==> src/core/tgs_pkg.sv <==
package tgs_pkg;
   localparam int          TGS_TABLE_DEPTH = 148;
   localparam int          TGS_ENTRY_W     = 9;
   localparam int          TGS_CLK_PER_TS  = 2;
   localparam int          TGS_DWELL_UNIT  = 33;
   localparam int          TGS_SUBSTEPS    = 8;
   localparam logic [5:0]  TGS_WHOLE_MAX   = 6'h24;
   localparam logic [8:0]  TGS_GAIN_MAX    = 9'h127;
   localparam logic [3:0]  TGS_FINE_DELTA  = 4'h1;
   localparam logic [3:0]  TGS_COARSE_DLT  = 4'h8;
   // register offsets
   localparam logic [7:0]  TGS_OFS_BANK    = 8'h00;
   localparam logic [7:0]  TGS_OFS_TBL_LO  = 8'h01;
   localparam logic [7:0]  TGS_OFS_TBL_HI  = 8'h94;
   localparam logic [7:0]  TGS_OFS_FIRST   = 8'h95;
   localparam logic [7:0]  TGS_OFS_LAST    = 8'h96;
   localparam logic [7:0]  TGS_OFS_INIT    = 8'h97;
   localparam logic [7:0]  TGS_OFS_DWELL   = 8'h98;
   localparam logic [7:0]  TGS_OFS_MODE    = 8'h99;
   localparam logic [7:0]  TGS_OFS_WHOLE   = 8'h9a;
   localparam logic [7:0]  TGS_OFS_RATE    = 8'h9b;
   // field positions
   localparam int          TGS_BIT_BANK    = 2;
   localparam int          TGS_BIT_FINE    = 7;
   localparam int          TGS_BIT_FREE    = 5;
   localparam int          TGS_BIT_LINEAR  = 4;
   localparam int          TGS_BIT_FIXED   = 3;
   localparam int          TGS_BIT_DECR    = 8;
   // reset values
   localparam logic [7:0]  TGS_RST_BYTE    = 8'h00;
   localparam logic [5:0]  TGS_RST_MODE    = 6'h00;

   typedef enum logic [1:0] {
      TGS_IDLE   = 2'b00,
      TGS_RAMP   = 2'b01,
      TGS_DWELL  = 2'b10,
      TGS_RETURN = 2'b11
   } tgs_state_e;
endpackage : tgs_pkg

==> src/core/tgs_time_gain_sequencer.sv <==
// Functional notes
// - last-entry pointer selects final entry, 1..148
// - initial gain code is -5 dB plus value
// - final gain follows index span, decrements, fine
// - dwell lasts 33 times dwell count periods
// - after dwell return 1 dB per period
// - fine ramp: 0.125 dB every rate periods
// - coarse ramp: 1 dB every 8*rate periods
// - free-run bit repeats profile without pin
// - ramp select bit picks table or uniform
// - fixed select gives whole plus eighth gain
// - whole gain code above 0x24 clamps
// - eighth gain adds 0.125 dB per count
// - gain changes only at sampling instants
// - 148 nine-bit entries writable in table bank
// - fine mode splits 1 dB into eight steps
// - start pin loads initial gain, walks immediately
// - walk ends at last entry or limit
// - hardware trigger mode idles after return
// - start pin sampled at sampling clock edge
// - free-run restarts after return until cleared
// - sample period is two input clocks
// - bank bit at register 0 routes addresses
// - uniform mode only rises, span sets height
module tgs_time_gain_sequencer #(
   parameter int DWELL_UNIT = tgs_pkg::TGS_DWELL_UNIT
) (
   input  wire logic        clk,
   input  wire logic        rst_n,
   input  wire logic        regWrEn,
   input  wire logic [7:0]  regAddr,
   input  wire logic [15:0] regWrData,
   output logic      [15:0] regRdData,
   input  wire logic        startPin,
   output logic      [8:0]  gainCode,
   output logic             engineBusy
);
   logic                  tick;
   logic                  startMeta;
   logic                  startSync;
   logic                  bankSel;
   logic [7:0]            firstIdx;
   logic [7:0]            lastIdx;
   logic [7:0]            initReg;
   logic [7:0]            dwellReg;
   logic [5:0]            modeReg;
   logic [5:0]            wholeReg;
   logic [7:0]            rateReg;
   logic [8:0]            tbl [1:tgs_pkg::TGS_TABLE_DEPTH];
   tgs_pkg::tgs_state_e   state;
   logic [7:0]            idx;
   logic [7:0]            remain;
   logic [7:0]            subCnt;
   logic [2:0]            subIdx;
   logic [13:0]           dwellCnt;
   logic [8:0]            entry;
   logic [7:0]            unitLen;
   logic [3:0]            delta;
   logic                  goDown;
   logic                  fineSel;
   logic                  freeRun;
   logic                  linearSel;
   logic                  fixedSel;
   logic [8:0]            initCode;
   logic [8:0]            fixedCode;
   logic [5:0]            wholeClamped;
   logic [9:0]            stepUp;
   logic                  outOfRange;
   logic [8:0]            next_gain;
   logic                  lastSub;
   logic [15:0]           next_rdData;

   function automatic logic inTable(input logic [7:0] a);
      inTable = (a >= tgs_pkg::TGS_OFS_TBL_LO) && (a <= tgs_pkg::TGS_OFS_TBL_HI);
   endfunction : inTable

   assign fineSel   = initReg[tgs_pkg::TGS_BIT_FINE];
   assign freeRun   = modeReg[tgs_pkg::TGS_BIT_FREE];
   assign linearSel = modeReg[tgs_pkg::TGS_BIT_LINEAR];
   assign fixedSel  = modeReg[tgs_pkg::TGS_BIT_FIXED];
   assign initCode  = {initReg[5:0], 3'h0};
   assign engineBusy = (state != tgs_pkg::TGS_IDLE);

   // gain held in eighths of a dB above -5 dB
   assign wholeClamped = (wholeReg > tgs_pkg::TGS_WHOLE_MAX) ?
                         tgs_pkg::TGS_WHOLE_MAX : wholeReg;
   assign fixedCode = {wholeClamped, modeReg[2:0]};

   // sampling-clock phase: engine advances every second input clock
   always_ff @(posedge clk) begin
      if (!rst_n) begin
         tick <= 1'b0;
      end else begin
         tick <= ~tick;
      end
   end

   // the pin comes from another clock domain
   always_ff @(posedge clk) begin
      if (!rst_n) begin
         startMeta <= 1'b0;
         startSync <= 1'b0;
      end else begin
         startMeta <= startPin;
         startSync <= startMeta;
      end
   end

   // configuration registers; address 0 is reachable in either bank
   always_ff @(posedge clk) begin
      if (!rst_n) begin
         bankSel  <= 1'b0;
         firstIdx <= tgs_pkg::TGS_RST_BYTE;
         lastIdx  <= tgs_pkg::TGS_RST_BYTE;
         initReg  <= tgs_pkg::TGS_RST_BYTE;
         dwellReg <= tgs_pkg::TGS_RST_BYTE;
         modeReg  <= tgs_pkg::TGS_RST_MODE;
         wholeReg <= tgs_pkg::TGS_RST_MODE;
         rateReg  <= tgs_pkg::TGS_RST_BYTE;
      end else if (regWrEn) begin
         if (regAddr == tgs_pkg::TGS_OFS_BANK) begin
            bankSel <= regWrData[tgs_pkg::TGS_BIT_BANK];
         end else if (bankSel) begin
            case (regAddr)
               tgs_pkg::TGS_OFS_FIRST: firstIdx <= regWrData[7:0];
               tgs_pkg::TGS_OFS_LAST:  lastIdx  <= regWrData[7:0];
               tgs_pkg::TGS_OFS_INIT:  initReg  <= {regWrData[7], 1'b0, regWrData[5:0]};
               tgs_pkg::TGS_OFS_DWELL: dwellReg <= regWrData[7:0];
               tgs_pkg::TGS_OFS_MODE:  modeReg  <= regWrData[5:0];
               tgs_pkg::TGS_OFS_WHOLE: wholeReg <= regWrData[5:0];
               tgs_pkg::TGS_OFS_RATE:  rateReg  <= regWrData[7:0];
               default: ;
            endcase
         end
      end
   end

   // profile memory, no reset: contents are undefined until loaded
   always_ff @(posedge clk) begin
      if (regWrEn && bankSel && inTable(regAddr)) begin
         tbl[regAddr] <= regWrData[8:0];
      end
   end

   always_comb begin
      next_rdData = 16'h0000;
      if (regAddr == tgs_pkg::TGS_OFS_BANK) begin
         next_rdData[tgs_pkg::TGS_BIT_BANK] = bankSel;
      end else if (bankSel && inTable(regAddr)) begin
         next_rdData = {7'h00, tbl[regAddr]};
      end else if (bankSel) begin
         case (regAddr)
            tgs_pkg::TGS_OFS_FIRST: next_rdData = {8'h00, firstIdx};
            tgs_pkg::TGS_OFS_LAST:  next_rdData = {8'h00, lastIdx};
            tgs_pkg::TGS_OFS_INIT:  next_rdData = {8'h00, initReg};
            tgs_pkg::TGS_OFS_DWELL: next_rdData = {8'h00, dwellReg};
            tgs_pkg::TGS_OFS_MODE:  next_rdData = {10'h000, modeReg};
            tgs_pkg::TGS_OFS_WHOLE: next_rdData = {10'h000, wholeReg};
            tgs_pkg::TGS_OFS_RATE:  next_rdData = {8'h00, rateReg};
            default:                next_rdData = 16'h0000;
         endcase
      end
   end

   always_ff @(posedge clk) begin
      if (!rst_n) begin
         regRdData <= 16'h0000;
      end else begin
         regRdData <= next_rdData;
      end
   end

   // step engine: uniform mode is a walk of identical upward entries
   assign entry   = inTable(idx) ? tbl[idx] : 9'h000;
   assign unitLen = linearSel ? ((rateReg == 8'h00) ? 8'h01 : rateReg)
                              : ((entry[7:0] == 8'h00) ? 8'h01 : entry[7:0]);
   assign goDown  = ~linearSel & entry[tgs_pkg::TGS_BIT_DECR];
   assign delta   = fineSel ? tgs_pkg::TGS_FINE_DELTA : tgs_pkg::TGS_COARSE_DLT;
   assign stepUp  = {1'b0, gainCode} + {6'h00, delta};
   assign outOfRange = goDown ? (gainCode < {5'h00, delta})
                              : (stepUp > {1'b0, tgs_pkg::TGS_GAIN_MAX});
   assign next_gain = goDown ? (gainCode - {5'h00, delta}) : stepUp[8:0];
   assign lastSub = (subIdx == 3'h7);

   always_ff @(posedge clk) begin
      if (!rst_n) begin
         state    <= tgs_pkg::TGS_IDLE;
         gainCode <= 9'h000;
         idx      <= 8'h00;
         remain   <= 8'h00;
         subCnt   <= 8'h00;
         subIdx   <= 3'h0;
         dwellCnt <= 14'h0000;
      end else if (tick) begin
         case (state)
            tgs_pkg::TGS_IDLE: begin
               if (fixedSel) begin
                  gainCode <= fixedCode;
               end else if (startSync || freeRun) begin
                  gainCode <= initCode;
                  idx      <= firstIdx;
                  remain   <= (lastIdx > firstIdx) ? lastIdx - firstIdx : 8'h00;
                  subCnt   <= 8'h00;
                  subIdx   <= 3'h0;
                  state    <= tgs_pkg::TGS_RAMP;
               end
            end
            tgs_pkg::TGS_RAMP: begin
               if (fixedSel) begin
                  state <= tgs_pkg::TGS_IDLE;
               end else if (subCnt + 8'h01 < unitLen) begin
                  subCnt <= subCnt + 8'h01;
               end else begin
                  subCnt <= 8'h00;
                  subIdx <= subIdx + 3'h1;
                  // final sub-step of the last entry is never applied
                  if (lastSub && remain == 8'h00) begin
                     state    <= tgs_pkg::TGS_DWELL;
                     dwellCnt <= 14'(dwellReg * DWELL_UNIT);
                  end else if (fineSel || lastSub) begin
                     if (outOfRange) begin
                        state    <= tgs_pkg::TGS_DWELL;
                        dwellCnt <= 14'(dwellReg * DWELL_UNIT);
                     end else begin
                        gainCode <= next_gain;
                     end
                  end
                  if (lastSub) begin
                     remain <= remain - 8'h01;
                     idx    <= idx + 8'h01;
                  end
               end
            end
            tgs_pkg::TGS_DWELL: begin
               if (dwellCnt == 14'h0000) begin
                  state <= tgs_pkg::TGS_RETURN;
               end else begin
                  dwellCnt <= dwellCnt - 14'h0001;
               end
            end
            tgs_pkg::TGS_RETURN: begin
               if (gainCode == initCode) begin
                  state <= tgs_pkg::TGS_IDLE;
               end else if (gainCode > initCode + 9'h008) begin
                  gainCode <= gainCode - 9'h008;
               end else if (gainCode + 9'h008 < initCode) begin
                  gainCode <= gainCode + 9'h008;
               end else begin
                  gainCode <= initCode;
               end
            end
            default: state <= tgs_pkg::TGS_IDLE;
         endcase
      end
   end

   // dwell ticks seen so far; a count, not a copy of the down-counter,
   // so a wrong load or a skipped decrement shows up as a mismatch
   logic [14:0]           holdTicks;
   logic [13:0]           holdLoad;

   always_ff @(posedge clk) begin
      if (!rst_n) begin
         holdTicks <= 15'h0000;
      end else if (state != tgs_pkg::TGS_DWELL) begin
         holdTicks <= 15'h0000;
      end else if (tick) begin
         holdTicks <= holdTicks + 15'h0001;
      end
   end

   // hold length is taken when dwell is entered
   always_ff @(posedge clk) begin
      if (!rst_n) begin
         holdLoad <= 14'h0000;
      end else if (state != tgs_pkg::TGS_DWELL) begin
         holdLoad <= 14'(dwellReg * tgs_pkg::TGS_DWELL_UNIT);
      end
   end
endmodule : tgs_time_gain_sequencer

==> config.mk <==
export PLATFORM = sky130hd
export DESIGN_NAME = tgs_time_gain_sequencer
export DESIGN_NICKNAME = d
export VERILOG_FILES = /design/src/core/tgs_pkg.sv /design/src/core/tgs_time_gain_sequencer.sv
export SDC_FILE = /design/constraint.sdc
export NUM_CORES = 2
export LEC_CHECK = 0
export BUFFER_PORTS_ARGS = -buffer_cell sky130_fd_sc_hd__buf_2
export CAP_MARGIN = 20
export CORE_MARGIN = 5
export CORE_UTILIZATION = 40
export CTS_BUF_LIST = sky130_fd_sc_hd__clkbuf_8
export DETAILED_ROUTE_END_ITERATION = 8
export PLACE_DENSITY_LB_ADDON = 0.15
export SYNTH_ARGS = -nofsm -noshare
export SYNTH_HDL_FRONTEND = slang
export SYNTH_SLANG_ARGS = --single-unit
==> constraint.sdc <==
create_clock -name clk -period 7.7 [get_ports clk]
set_input_delay 0.77 -clock clk [delete_from_list [all_inputs] [get_ports clk]]
set_output_delay 0.77 -clock clk [all_outputs]
set_load 0.01 [all_outputs]
==> impl_metrics.toml <==
[outcome]
status = "finished clean"

[finish]
fin_cells = 6891
final_cell_area_sq_um = 78900
layout_commonest_cell = "edfxtp_1"
regArea_sq_um = 42500
layout-drive-gt1-share_pct = 30.5
fin_util_pct = 44.9
area_delta_synth_final_pct = 12.1
multiInputGateArea_sq_um = 26300
mostFrequentLayoutCells = "edfxtp_1, mux4_2, clkbuf_8"
final_nets = 4450
fillers = 15400

[cts]
ctsResizeCount = 0
cts_buffers = 274
cts_buffer_depth = 4
cts_setup_buffers = 0
clk_pin_slew_ns = 0.06
clock_sinks = 1456
clockRootBuffer = "clkbuf_8"
insertion_delay_ns = 1.04
htreeDepth = 5
cts_tree = "done"
ctsHoldBuffers = 1

[die]
start_util_pct = 40.1
num_rows = 154
core-area_sq_um = 176000
die-area_sq_um = 185000
ios = 54
fp.dieW_um = 430
die-height_um = 430

[placed_design]
dp.cells = 6410
dp_hpwl_um = 148000
pre_cts_ws_ns = 1.16
dpl_cell_area_sq_um = 74000
portBuffers = 39
gp_congestion = 0.888

[drt]
drt_iter0_markers = 4946
drt-pass1-iter-count = 6
finalWirelength_um = 234000
wl_per_cell_um = 33.9
via_per_inst = 6.31
ant_nets = 0
vias = 43500
drc_errors = 0

[timing]
setup_tns_ns = 0
finClkSkew_ns = 0.0671
layout_min_cycle_time_ns = 6.81
setup_ws_ns = 0.889
fin_crit_sh_pct = 88.5
drv_slew = 0
setup-violations-final = 0
finalHoldViolCount = 0
hold_ws_ns = 0.248
rsz0062_at_grt = "false"
worstMarginPinSlew_ns = 1.28
slew_headroom_pct = 14.7
max_freq_ghz = 0.147

[grt]
grt_first_pass_wirelength_um = 328000
grt_overflow_total = 0
antenna_found_initial = 15
grt.total_usage_pct = 24.9
grt_pass1_vias = 43400
grt_max_degree = 103

[logic_synthesis]
ys.flop_type = "edfxtp_1"
synth.distinct_cells = 82
synth_top_area_cell = "edfxtp_1"
ys_ff_latch = 1456
netlist_top_cells_area = "edfxtp_1, mux4_2, dfxtp_1"
synth-edff-count = 1332
synth.cell_area_sq_um = 70400
yosys_warnings = 0
synthCells = 4133
async_flop_share_pct = 0
avgSynthCellArea_sq_um = 17.0
synth_top_area_share_pct = 56.8
seq_area_frac_synth_pct = 60.3

[setup_path]
crit_chain = "buf_4 > mux4_2 > nor2b_1 > o41ai_1 > a311oi_1 > a2111oi_0 > buf_4 > o21ai_0 > nor2_1 > a21oi_1 > ha_1 > nand3_1 > nor3_1 > o21ai_0 > a311oi_1 > a211oi_1 > o21ba_4 > a31oi_4 > buf_4 > a211oi_1 > a211oi_1"
crit_arrival_ns = 7.71
cp.required_ns = 8.60
crit_buf_inv = 3
crit_family = "compound AO/OA/AOI/OAI gates"
critPathMaxStageDelay_ns = 1.04
worstPathMaxFanout = 39
crit_slowest_cell = "dfxtp_4"
critPathKind = "flip-flop to flip-flop"
end_kind = "flip-flop"
startpoint_type = "flip-flop"

[power_and_ir_drop]
power_density_nw_per_um2 = 208
power_mw = 16.4
peakVddDrop_v = 0.000173
leakage_nw = 24.9

[flow_run]
max_cap_violations = 0

[worst_hold_path]
hp-class = "input port to flip-flop"
[report_power, final]
group | switching [mW] | internal (mW) | leakage (nW)
Combinational | 0.612 | 0.360 | 9.23
Sequential | 0.00933 | 8.62 | 13.0
Clock | 3.28 | 3.54 | 2.70
[worst reg2reg max path, delay by kind of cell (launching register included)]
| kind | cells | cell delay, ns |
|---|---|---|
| AOI/OAI and AO/OA | 12 | 3.57 |
| adders and majority gates | 1 | 0.32 |
| buffers and inverters | 3 | 1.02 |
| DFF | 1 | 1.04 |
| muxes | 1 | 0.28 |
| and+or+nand+nor | 4 | 0.46 |
[sequential cells by signal, summed over array words and instances (netlist names), 9 cells and up, named ones only]
register   cells
gainCode       9
regRdData      9
dwellCnt      14
tbl         1332
[cell usage after synthesis (7+ instances only)]
library cell and count:
a32oi_1 8, and3_1 20, buf_2 48, a221oi_1 18, edfxtp_1 1332, nand2b_1 16, ha_1 58, a22oi_1 60
mux2i_1 106, and2_1 11, a211o_1 7, or2_2 8, nor4_1 16, inv_1 58, nor2b_1 25, buf_1 58
a211oi_1 29, o211ai_1 8, buf_6 16, nand2_1 248, o22ai_1 48, mux4_2 728, o31ai_1 12, or3_1 11
o21a_1 9, xor2_1 17, nor2_1 285, clkbuf_1 156, mux2_2 25, nor3_1 44, nand4_1 22, a2111oi_0 10
nand3_1 83, buf_4 32, a311oi_1 13, dfxtp_1 124, a31oi_1 22, o32ai_1 14, a21oi_1 154, o21ai_0 49
xnor2_1 20, a22o_1 11
[worst paths after layout]
check | from | depth (start not counted) | slack, ns | endpoint
worst min register to register | startMeta | 1 | 0.44 | startSync
worst min-delay path | regWrData[3] | 1 | 0.25 | tbl[38][3]
worst max-delay path | flip-flop | 21 | 0.89 | flip-flop
worst max register to register | flip-flop | 21 | 0.89 | flip-flop
[layout make-up]
class | count | share of cell area, %
Timing Repair Buffer | 263 | 2.85
Multi-Input combinational cell | 2305 | 33.3
Clock buffer | 293 | 5.11
Inverter | 62 | 0.295
Tap cell | 2340 | 3.71
Clock inverter | 165 | 0.908
Sequential cell | 1456 | 53.8
Antenna cell | 7 | 0.0222
[metal layers]
layer	vias up	global-route usage [%]	wire length [um]
li1	17700	-	-
met1	23200	34.2	94200
met2	2148	38.6	109000
met3	433	5.34	20300
met4	0	10.4	9830
met5	-	0	0
[logic make-up after synthesis]
kind of cell	synth area share [%]
other	0.00532
adder cells (fa/ha/maj)	1.09
XOR/XNOR	0.460
buffers and inverters	2.56
multiplexers	25.3
AO/OA/AOI/OAI	5.07
flip-flops	60.3
AND/OR/NAND/NOR	5.16
No activity file was read; power rests on OpenSTA's default activity.
